<file path="config.mk">
export PLATFORM = sky130hd
export DESIGN_NAME = ahl_logger
export DESIGN_NICKNAME = d
export VERILOG_FILES = /design/src/logic/ahl_pkg.sv /design/src/logic/ahl_logger.sv
export VERILOG_INCLUDE_DIRS = /design/src /design/src/logic
export SDC_FILE = /design/constraint.sdc
export NUM_CORES = 2
export LEC_CHECK = 0
export ABC_CLOCK_PERIOD_IN_PS = 33600
export BUFFER_PORTS_ARGS = -buffer_cell sky130_fd_sc_hd__buf_2
export CORE_UTILIZATION = 30
export DETAILED_ROUTE_END_ITERATION = 8
export HOLD_SLACK_MARGIN = 0.06
export PLACE_DENSITY = 0.44
export SYNTH_ARGS = -nofsm -noshare
export SYNTH_HDL_FRONTEND = slang
export SYNTH_SLANG_ARGS = --single-unit
</file>
<file path="constraint.sdc">
create_clock -name clk_i -period 33.6 [get_ports clk_i]
set_clock_uncertainty 0.15 [all_clocks]
set_input_delay 1.68 -clock clk_i [delete_from_list [all_inputs] [get_ports clk_i]]
set_output_delay 1.68 -clock clk_i [all_outputs]
set_load 0.01 [all_outputs]
</file>
<file path="src/logic/ahl_consts.svh">
// Functional notes
// - keep ten newest alarms, drop oldest
// - entry stamped with accumulated 100 ms time
// - index one is newest, older higher
// - repeat of the newest alarm within one hour skipped
// - reset and power loss keep history
// - clear request empties every history slot
// - warnings never enter the history
// - entry holds alarm code and name
// - servo-on deviation warning above level times percent
// - restart warning after power-up parameter change
// - motion warning when target outside soft limits
// - reset input pin selected by parameter field
// - warnings clear when condition goes away
// - overload warning precedes overload alarm
// - detect-select disables every warning
`ifndef AHL_CONSTS_SVH
`define AHL_CONSTS_SVH

// clock and timing
`define AHL_CLK_HZ        20000000
`define AHL_STEP_MS       100
`define AHL_HOUR_S        3600
`define AHL_PCT_DIV       100

// history geometry
`define AHL_HIST_DEPTH    10
`define AHL_TIME_W        32

// register byte addresses
`define AHL_REG_CTRL      8'h00
`define AHL_REG_STATUS    8'h04
`define AHL_REG_IRQ_STAT  8'h08
`define AHL_REG_IRQ_MASK  8'h0c
`define AHL_REG_DEV_LVL   8'h10
`define AHL_REG_WARN_PCT  8'h14
`define AHL_REG_FWD_LIM   8'h18
`define AHL_REG_REV_LIM   8'h1c
`define AHL_REG_BOOT_PAR  8'h20
`define AHL_REG_OPTIME    8'h24
`define AHL_REG_HIST_SEL  8'h28
`define AHL_REG_HIST_ID   8'h2c
`define AHL_REG_HIST_TIME 8'h30
`define AHL_REG_OVL_WARN  8'h34
`define AHL_REG_OVL_ALARM 8'h38

// control register fields
`define AHL_CTRL_NOWARN   0
`define AHL_CTRL_CLEAR    1
`define AHL_CTRL_PIN_LO   4
`define AHL_CTRL_PIN_HI   6

// status register fields
`define AHL_ST_FAULT      0
`define AHL_ST_WARN_LO    1
`define AHL_ST_WARN_HI    4
`define AHL_ST_RESTART    5
`define AHL_ST_CNT_LO     8
`define AHL_ST_CNT_HI     11

// interrupt event bits
`define AHL_IRQ_STORED    0
`define AHL_IRQ_WARN      1
`define AHL_IRQ_FAULT_CLR 2
`define AHL_IRQ_W         3

// history id word fields
`define AHL_ID_NAME_LO    16
`define AHL_ID_NAME_HI    23
`define AHL_ID_VALID      31

// reset values
`define AHL_RST_PIN       3'h0
`define AHL_RST_PCT       8'h64
`define AHL_RST_DEV_LVL   32'h0000ffff
`define AHL_RST_FWD_LIM   32'h7fffffff
`define AHL_RST_REV_LIM   32'h80000000
`define AHL_RST_OVL_WARN  16'h0c00
`define AHL_RST_OVL_ALARM 16'h1000
`define AHL_RST_SEL       4'h1

`endif

</file>
<file path="src/logic/ahl_pkg.sv">
package ahl_pkg;
  typedef logic [31:0] ahl_word_t;      // bus data word
  typedef logic [15:0] ahl_code_t;      // alarm code
  typedef logic [7:0]  ahl_name_t;      // alarm name index
  typedef logic [3:0]  ahl_cnt_t;       // history fill level / index
  // warning vector bit positions
  typedef enum logic [1:0] {
    AHL_W_DEV     = 2'b00,
    AHL_W_OVL     = 2'b01,
    AHL_W_RESTART = 2'b10,
    AHL_W_MOTION  = 2'b11
  } ahl_warn_t;
endpackage : ahl_pkg

</file>
<file path="src/logic/ahl_logger.sv">
`timescale 1ns/100ps
`include "ahl_consts.svh"

module ahl_logger #(
  parameter int          DEPTH      = `AHL_HIST_DEPTH,                    // history slots
  parameter int          TW         = `AHL_TIME_W,                        // time stamp width
  parameter int unsigned STEP_CYC   = `AHL_CLK_HZ / 1000 * `AHL_STEP_MS,  // cycles per 100 ms
  parameter int unsigned HOUR_STEPS = `AHL_HOUR_S * 1000 / `AHL_STEP_MS   // steps in one hour
) (
  input  wire logic                 clk_i,               // system clock
  input  wire logic                 rst_i,               // synchronous reset
  // wishbone slave
  input  wire logic                 wb_cyc_i,            // cycle
  input  wire logic                 wb_stb_i,            // strobe
  input  wire logic                 wb_we_i,             // write enable
  input  wire logic [7:0]           wb_adr_i,            // byte address
  input  wire logic [3:0]           wb_sel_i,            // byte lanes
  input  wire ahl_pkg::ahl_word_t   wb_dat_i,            // write data
  output logic      [31:0]          wb_dat_o,            // read data
  output logic                      wb_ack_o,            // acknowledge
  // power state
  input  wire logic                 control_power_on_i,  // control supply up
  input  wire logic                 main_power_on_i,     // main circuit up
  // alarm source
  input  wire logic                 alarm_event_i,       // one-cycle alarm pulse
  input  wire ahl_pkg::ahl_code_t   alarm_code_i,        // alarm code
  input  wire ahl_pkg::ahl_name_t   alarm_name_i,        // alarm name index
  // warning sources
  input  wire logic                 servo_on_i,          // servo-on state
  input  wire logic [31:0]          pos_deviation_i,     // position deviation magnitude
  input  wire logic [15:0]          load_level_i,        // overload integrator level
  input  wire logic                 target_valid_i,      // target position present
  input  wire logic signed [31:0]   target_pos_i,        // commanded target
  // connector input pins, active low
  input  wire logic [7:0]           input_pins_n_i,      // connector inputs
  // outputs
  output logic                      fault_output_o,      // latched alarm
  output logic                      overload_alarm_o,    // overload trip
  output logic [3:0]                warnings_o,          // warning vector
  output logic                      motion_error_warning_o, // soft limit warning
  output logic                      irq_o                // level interrupt
);

  // registers
  logic                  nowarn_q;         // warning detection disabled
  logic [2:0]            pin_sel_q;        // reset_pin_allocation
  logic [31:0]           dev_lvl_q;        // deviation_alarm_level_on
  logic [7:0]            pct_q;            // servo_on_warning_percent
  logic signed [31:0]    fwd_lim_q;        // forward_soft_limit
  logic signed [31:0]    rev_lim_q;        // reverse_soft_limit
  logic [31:0]           boot_par_q;       // power-up-only parameter
  logic [15:0]           ovl_warn_q;       // overload warning level
  logic [15:0]           ovl_alarm_q;      // overload alarm level
  logic [3:0]            hist_sel_q;       // history read index
  logic [`AHL_IRQ_W-1:0] irq_stat_q;       // sticky events
  logic [`AHL_IRQ_W-1:0] irq_mask_q;       // event enables
  logic                  restart_q;        // restart pending
  logic                  clr_req_q;        // history clear pulse
  logic [31:0]           step_cnt_q;       // cycles within step
  logic [TW-1:0]         optime_q;         // accumulated steps
  logic                  pin_q;            // delayed clear input
  logic [3:0]            warn_q;           // warnings, previous
  ahl_pkg::ahl_cnt_t     fill_q;           // valid entries

  // nonvolatile history store
  ahl_pkg::ahl_code_t    h_code_q [DEPTH]; // alarm codes
  ahl_pkg::ahl_name_t    h_name_q [DEPTH]; // alarm names
  logic [TW-1:0]         h_time_q [DEPTH]; // time stamps
  logic                  h_vld_q  [DEPTH]; // slot used

  // bus decode
  logic          bus_req;      // request this cycle
  logic          bus_wr;       // write taken
  logic [31:0]   wmask;        // byte lane mask

  // byte lane mask from sel
  function automatic logic [31:0] lane_mask(input logic [3:0] sel);
    lane_mask = {{8{sel[3]}}, {8{sel[2]}}, {8{sel[1]}}, {8{sel[0]}}};
  endfunction : lane_mask

  // masked update of a word
  function automatic logic [31:0] merge(input logic [31:0] old, input logic [31:0] nw,
                                        input logic [31:0] m);
    merge = (old & ~m) | (nw & m);
  endfunction : merge

  assign bus_req = wb_cyc_i & wb_stb_i & ~wb_ack_o;
  assign bus_wr  = bus_req & wb_we_i;
  assign wmask   = lane_mask(wb_sel_i);

  // warning detection
  logic          clear_in_n;   // alarm_clear_input, active low
  logic          clr_edge;     // asserting edge
  logic [39:0]   dev_scaled;   // deviation times 100
  logic [39:0]   dev_limit;    // level times percent
  logic          w_dev;        // deviation condition
  logic          w_ovl;        // overload condition
  logic          w_mot;        // soft limit condition
  logic [3:0]    warn_d;       // gated warnings
  logic          ovl_trip;     // overload alarm condition

  assign clear_in_n = input_pins_n_i[pin_sel_q];
  assign clr_edge   = pin_q & ~clear_in_n;

  assign dev_scaled = {8'h00, pos_deviation_i} * 40'(`AHL_PCT_DIV);
  assign dev_limit  = {8'h00, dev_lvl_q} * {32'h0, pct_q};
  assign w_dev      = servo_on_i & (dev_scaled > dev_limit);
  assign ovl_trip   = load_level_i >= ovl_alarm_q;
  assign w_ovl      = (load_level_i >= ovl_warn_q) | ovl_trip;
  assign w_mot      = target_valid_i & ((target_pos_i > fwd_lim_q) |
                                        (target_pos_i < rev_lim_q));

  // live conditions only, so each warning drops with its cause
  always_comb begin
    warn_d                         = 4'h0;
    warn_d[ahl_pkg::AHL_W_DEV]     = w_dev;
    warn_d[ahl_pkg::AHL_W_OVL]     = w_ovl;
    warn_d[ahl_pkg::AHL_W_RESTART] = restart_q;
    warn_d[ahl_pkg::AHL_W_MOTION]  = w_mot;
    if (nowarn_q) begin
      warn_d = 4'h0;
    end
  end

  // history store decision
  logic          newest_same;  // repeat of newest entry
  logic [TW-1:0] since;        // steps since newest
  logic          store;        // write a new entry

  assign newest_same = h_vld_q[0] & (h_code_q[0] == alarm_code_i);
  assign since       = optime_q - h_time_q[0];
  // warnings have no path here, only alarm events
  assign store       = alarm_event_i & ~(newest_same & (since < TW'(HOUR_STEPS)));

  // processes
  // bus acknowledge, one cycle after the strobe
  always_ff @(posedge clk_i) begin
    if (rst_i) begin
      wb_ack_o <= 1'b0;
    end else begin
      wb_ack_o <= bus_req;
    end
  end

  // read mux, registered with the acknowledge
  always_ff @(posedge clk_i) begin
    if (rst_i) begin
      wb_dat_o <= 32'h0;
    end else if (bus_req & ~wb_we_i) begin
      unique case (wb_adr_i)
        `AHL_REG_CTRL:      wb_dat_o <= {25'h0, pin_sel_q, 3'h0, nowarn_q};
        `AHL_REG_STATUS:    wb_dat_o <= {20'h0, fill_q, 2'h0, restart_q, warn_q, fault_output_o};
        `AHL_REG_IRQ_STAT:  wb_dat_o <= {29'h0, irq_stat_q};
        `AHL_REG_IRQ_MASK:  wb_dat_o <= {29'h0, irq_mask_q};
        `AHL_REG_DEV_LVL:   wb_dat_o <= dev_lvl_q;
        `AHL_REG_WARN_PCT:  wb_dat_o <= {24'h0, pct_q};
        `AHL_REG_FWD_LIM:   wb_dat_o <= fwd_lim_q;
        `AHL_REG_REV_LIM:   wb_dat_o <= rev_lim_q;
        `AHL_REG_BOOT_PAR:  wb_dat_o <= boot_par_q;
        `AHL_REG_OPTIME:    wb_dat_o <= 32'(optime_q);
        `AHL_REG_HIST_SEL:  wb_dat_o <= {28'h0, hist_sel_q};
        `AHL_REG_HIST_ID: begin
          // index one is the newest slot; out of range reads zero
          if (hist_sel_q != 4'h0 && 32'(hist_sel_q) <= DEPTH && h_vld_q[hist_sel_q - 4'h1]) begin
            wb_dat_o <= {1'b1, 7'h0, h_name_q[hist_sel_q - 4'h1], h_code_q[hist_sel_q - 4'h1]};
          end else begin
            wb_dat_o <= 32'h0;
          end
        end
        `AHL_REG_HIST_TIME: begin
          if (hist_sel_q != 4'h0 && 32'(hist_sel_q) <= DEPTH && h_vld_q[hist_sel_q - 4'h1]) begin
            wb_dat_o <= 32'(h_time_q[hist_sel_q - 4'h1]);
          end else begin
            wb_dat_o <= 32'h0;
          end
        end
        `AHL_REG_OVL_WARN:  wb_dat_o <= {16'h0, ovl_warn_q};
        `AHL_REG_OVL_ALARM: wb_dat_o <= {16'h0, ovl_alarm_q};
        default:            wb_dat_o <= 32'h0;   // unmapped reads zero
      endcase
    end
  end

  // configuration registers written by software
  always_ff @(posedge clk_i) begin
    if (rst_i) begin
      nowarn_q    <= 1'b0;
      pin_sel_q   <= `AHL_RST_PIN;
      dev_lvl_q   <= `AHL_RST_DEV_LVL;
      pct_q       <= `AHL_RST_PCT;
      fwd_lim_q   <= `AHL_RST_FWD_LIM;
      rev_lim_q   <= `AHL_RST_REV_LIM;
      boot_par_q  <= 32'h0;
      ovl_warn_q  <= `AHL_RST_OVL_WARN;
      ovl_alarm_q <= `AHL_RST_OVL_ALARM;
      hist_sel_q  <= `AHL_RST_SEL;
      irq_mask_q  <= '0;
    end else if (bus_wr) begin
      unique case (wb_adr_i)
        `AHL_REG_CTRL: begin
          if (wb_sel_i[0]) begin
            nowarn_q  <= wb_dat_i[`AHL_CTRL_NOWARN];
            pin_sel_q <= wb_dat_i[`AHL_CTRL_PIN_HI:`AHL_CTRL_PIN_LO];
          end
        end
        `AHL_REG_IRQ_MASK:  if (wb_sel_i[0]) irq_mask_q <= wb_dat_i[`AHL_IRQ_W-1:0];
        `AHL_REG_DEV_LVL:   dev_lvl_q   <= merge(dev_lvl_q, wb_dat_i, wmask);
        `AHL_REG_WARN_PCT:  if (wb_sel_i[0]) pct_q <= wb_dat_i[7:0];
        `AHL_REG_FWD_LIM:   fwd_lim_q   <= merge(fwd_lim_q, wb_dat_i, wmask);
        `AHL_REG_REV_LIM:   rev_lim_q   <= merge(rev_lim_q, wb_dat_i, wmask);
        `AHL_REG_BOOT_PAR:  boot_par_q  <= merge(boot_par_q, wb_dat_i, wmask);
        `AHL_REG_HIST_SEL:  if (wb_sel_i[0]) hist_sel_q <= wb_dat_i[3:0];
        `AHL_REG_OVL_WARN:  ovl_warn_q  <= 16'(merge({16'h0, ovl_warn_q}, wb_dat_i, wmask));
        `AHL_REG_OVL_ALARM: ovl_alarm_q <= 16'(merge({16'h0, ovl_alarm_q}, wb_dat_i, wmask));
        default: ;                               // read-only or unmapped
      endcase
    end
  end

  // history clear pulse from the control register
  always_ff @(posedge clk_i) begin
    if (rst_i) begin
      clr_req_q <= 1'b0;
    end else begin
      clr_req_q <= bus_wr & (wb_adr_i == `AHL_REG_CTRL) & wb_sel_i[0] & wb_dat_i[`AHL_CTRL_CLEAR];
    end
  end

  // restart warning: held until the next power-up reset
  always_ff @(posedge clk_i) begin
    if (rst_i) begin
      restart_q <= 1'b0;
    end else if (bus_wr & (wb_adr_i == `AHL_REG_BOOT_PAR) & (|wb_sel_i)) begin
      restart_q <= 1'b1;
    end
  end

  // operation time, counts only while both supplies are up
  always_ff @(posedge clk_i) begin
    if (rst_i) begin
      step_cnt_q <= 32'h0;
      optime_q   <= '0;
    end else if (control_power_on_i & main_power_on_i) begin
      if (step_cnt_q == STEP_CYC - 1) begin
        step_cnt_q <= 32'h0;
        optime_q   <= optime_q + TW'(1);
      end else begin
        step_cnt_q <= step_cnt_q + 32'h1;
      end
    end
  end

  // history shift store, deliberately outside the reset
  always_ff @(posedge clk_i) begin
    if (clr_req_q) begin
      for (int i = 0; i < DEPTH; i++) begin
        h_vld_q[i]  <= 1'b0;
        h_code_q[i] <= '0;
        h_name_q[i] <= '0;
        h_time_q[i] <= '0;
      end
    end else if (store) begin
      for (int i = DEPTH - 1; i > 0; i--) begin
        h_vld_q[i]  <= h_vld_q[i-1];
        h_code_q[i] <= h_code_q[i-1];
        h_name_q[i] <= h_name_q[i-1];
        h_time_q[i] <= h_time_q[i-1];
      end
      h_vld_q[0]  <= 1'b1;
      h_code_q[0] <= alarm_code_i;
      h_name_q[0] <= alarm_name_i;
      h_time_q[0] <= optime_q;
    end
  end

  // fill level, kept with the store through reset
  always_ff @(posedge clk_i) begin
    if (clr_req_q) begin
      fill_q <= 4'h0;
    end else if (store && 32'(fill_q) < DEPTH) begin
      fill_q <= fill_q + 4'h1;
    end
  end

  // alarm latch and clear input edge
  always_ff @(posedge clk_i) begin
    if (rst_i) begin
      pin_q          <= 1'b1;
      fault_output_o <= 1'b0;
    end else begin
      pin_q <= clear_in_n;
      if (alarm_event_i | ovl_trip) begin
        fault_output_o <= 1'b1;                  // new alarm beats clear
      end else if (clr_edge) begin
        fault_output_o <= 1'b0;
      end
    end
  end

  // warning and trip outputs
  always_ff @(posedge clk_i) begin
    if (rst_i) begin
      warn_q                 <= 4'h0;
      motion_error_warning_o <= 1'b0;
      overload_alarm_o       <= 1'b0;
    end else begin
      warn_q                 <= warn_d;
      motion_error_warning_o <= warn_d[ahl_pkg::AHL_W_MOTION];
      overload_alarm_o       <= ovl_trip;
    end
  end

  assign warnings_o = warn_q;

  // sticky interrupt status, write one to clear, set wins
  always_ff @(posedge clk_i) begin
    if (rst_i) begin
      irq_stat_q <= '0;
    end else begin
      logic [`AHL_IRQ_W-1:0] ev;
      logic [`AHL_IRQ_W-1:0] clr;
      ev                     = '0;
      ev[`AHL_IRQ_STORED]    = store;
      ev[`AHL_IRQ_WARN]      = |(warn_d & ~warn_q);
      ev[`AHL_IRQ_FAULT_CLR] = clr_edge & fault_output_o & ~alarm_event_i & ~ovl_trip;
      clr = '0;
      if (bus_wr && wb_adr_i == `AHL_REG_IRQ_STAT && wb_sel_i[0]) begin
        clr = wb_dat_i[`AHL_IRQ_W-1:0];
      end
      irq_stat_q <= (irq_stat_q & ~clr) | ev;
    end
  end

  // interrupt level output
  always_ff @(posedge clk_i) begin
    if (rst_i) begin
      irq_o <= 1'b0;
    end else begin
      irq_o <= |(irq_stat_q & irq_mask_q);
    end
  end

endmodule : ahl_logger

</file>
==> flow_metrics.tcl <==
set metrics [dict create \
    syn_nets 5898 \
    fin_ws_ns 24.99 \
    startpoint_type "flip-flop" \
    drv_slew 0 \
    slowest_stage "fa_1" \
    holdWs_ns 0.304 \
    dp.cells 7511 \
    ys.flop_type "edfxtp_1" \
    cts_sinks 863 \
    pin_count 207 \
    finalCriticalPeriod_ns 8.61 \
    cts_buffers 105 \
    firstDrtPassIters 7 \
    die_y_um 428 \
    clk_transition_reported_paths_ns 0.06 \
    netlist_instances 5196 \
    slew_headroom_pct 19.3 \
    worst_slew_pin_slew_ns 1.20 \
    critPathBufInv 3 \
    finalHoldViolations 0 \
    n_fill_cell 18300 \
    dp_slack_ns 24.97 \
    port_buffers 206 \
    drcViolationCount 0 \
    gp_congestion 0.845 \
    grt_pass1_wl_um 254000 \
    ant_nets 0 \
    clk_latency_ns 0.74 \
    power.leakage_nw 26.1 \
    start_util_pct 30.2 \
    clock.fmax_ghz 0.116 \
    first_iter_violations 2860 \
    hold_class "flip-flop to flip-flop" \
    fin_setup_tns_ns 0 \
    max_stage_delay_ns 0.55 \
    wl_per_cell_um 21.6 \
    async_flop_share_pct 0 \
    final_layout_size_suffix_gt1_share_pct 10.7 \
    die-area_sq_mm 0.183 \
    viasPerCell 5.09 \
    power_mw 2.67 \
    synth_edf_count 569 \
    cpMostUsedCell "fa_1" \
    vias 39300 \
    fp-row-count 156 \
    synthDistinctLibCells 84 \
    syn_area_per_cell_sq_um 10.5 \
    crit_type "flip-flop to flip-flop" \
    fp.dieW_um 428 \
    place_area_sq_mm 0.0577 \
    grt_usage_pct 17.9 \
    grt_start_max_net_pins 251 \
    htree_levels 3 \
    dpl.hpwl_um 113000 \
    area_growth_pct 12.3 \
    r2r-end "irq_stat_q[1]" \
    power_density_mw_per_mm2 43.6 \
    stdcell_area_sq_mm 0.0612 \
    setup_viol 0 \
    synth_seq_cells 863 \
    worst-path-max-fanout 26 \
    maxCapViolCount 0 \
    critical_path_arrival_ns 9.06 \
    utilization_pct 33.9 \
    grt_pass1_vias 39400 \
    clk_path_buf_depth 3 \
    postCtsHoldBufs 0 \
    layout.cells.non_filler 7715 \
    grt.overflow.total 0 \
    rrSetupSlack_ns 24.99 \
    root_buffer "clkbuf_16" \
    path_delay_family "compound AO/OA/AOI/OAI gates" \
    timing.rr.start "pct_q[3]" \
    design.final.nets 5950 \
    tritoncts "yes" \
    finalCritPeriodShare_pct 25.6 \
    cts_setup_buffers 0 \
    status "complete, no violations" \
    ir_worst_vdd_mv 0.0386 \
    hold-path-cell-count 2 \
    ys_warn_count 0 \
    netlist_area_sq_mm 0.0545 \
    cts_resized 0 \
    wl_um 166000 \
    core_area_sq_mm 0.181 \
    rr_worst_depth 30 \
    antenna_found_initial 24 \
    rsz0062_at_grt "no" \
    yosysSeqAreaShare_pct 42.2 \
    setup.worst_path.end_class "flip-flop" \
    cp.required_ns 34.05 \
]
## area by class of cell
class                      count  area, sq um  area share, %
antenna                        6         15.0         0.0245
clock buffer                 142         2910           4.75
clock inverter                56          520          0.851
inverter                     490         1850           3.02
multi-input combinational   3528        28400           46.5
sequential                   863        23000           37.6
tap                         2370         2970           4.85
timing repair buffer         260         1520           2.48
## power by group
group,switching (mW),total [mW],internal (mW),leakage [nW]
logic,0.186,0.327,0.141,16.3
registers,0.0239,1.21,1.18,8.15
clock network,0.494,1.14,0.642,1.68
## cells by family after synthesis
| logic type | synth area share (%) |
|---|---|
| adders and majority gates | 15.2 |
| DFF | 42.2 |
| and+or+nand+nor | 17.2 |
| AOI/OAI and AO/OA | 10.1 |
| xor gates and xnor gates | 2.25 |
| buffers and inverters | 5.78 |
| muxes | 7.32 |
## placed cells by master (no fill, tap or decap), types with 24 or more instances in the layout
cell,instances
xnor2_1,58
nand4_1,38
nand2b_1,28
ha_1,328
a221oi_1,40
nor3_1,75
buf_2,205
a21o_1,76
nand2_1,364
nor2b_1,98
nand3_1,61
o21ai_0,95
fa_1,207
clkinv_2,24
a21oi_1,309
dfxtp_1,290
inv_1,489
and3_1,566
mux4_2,116
a211oi_1,71
edfxtp_1,569
xor2_1,80
and2_1,210
buf_4,48
clkbuf_16,105
nor2_1,255
mux2i_1,136
a211o_1,57
a31oi_1,28
## layer usage
metal	part of all wire (%)	GRT usage (%)
met5	0.016	0
met4	2.2	4.61
met3	3.1	1.81
met2	47	29.5
met1	47	25.1
## how the worst max path moves through the flow
stage	slack [ns]	to	start	cells past startpoint
floorplan	16.13	h_code_q[0][0]	alarm_code_i[12]	13
global placement	25.00	irq_stat_q[1]	pct_q[3]	31
detailed placement	24.97	irq_stat_q[1]	pos_deviation_i[2]	28
CTS	24.93	irq_stat_q[1]	pct_q[3]	31
global route	24.45	irq_stat_q[1]	pct_q[3]	31
finish	24.99	irq_stat_q[1]	pct_q[3]	30
## Yosys cell counts (38+ instances only)
master	n	area share [%]
a211o_1	57	0.92
a211oi_1	71	0.98
a21o_1	76	1.0
a21oi_1	309	2.8
a221oi_1	40	0.64
and2_1	210	2.4
and3_1	566	6.5
buf_1	45	0.31
clkbuf_1	208	1.4
clkbuf_2	46	0.42
dfxtp_1	294	11
edfxtp_1	569	31
fa_1	207	7.6
ha_1	329	7.6
inv_1	489	3.4
mux2i_1	136	2.5
mux4_2	116	4.8
nand2_1	365	2.5
nand3_1	61	0.56
nand4_1	38	0.44
nor2_1	259	1.8
nor2b_1	98	1.1
nor3_1	77	0.71
o21ai_0	95	0.87
xnor2_1	59	0.95
xor2_1	81	1.3
## worst min-delay path: cells and delay by family (launching register included)
kind / cells / cell delay (ns)
flip-flops: 1 / 0.31
AND/OR/NAND/NOR: 1 / 0.05
AO/OA/AOI/OAI: 1 / 0.05
(Power assumes the default switching activity.)
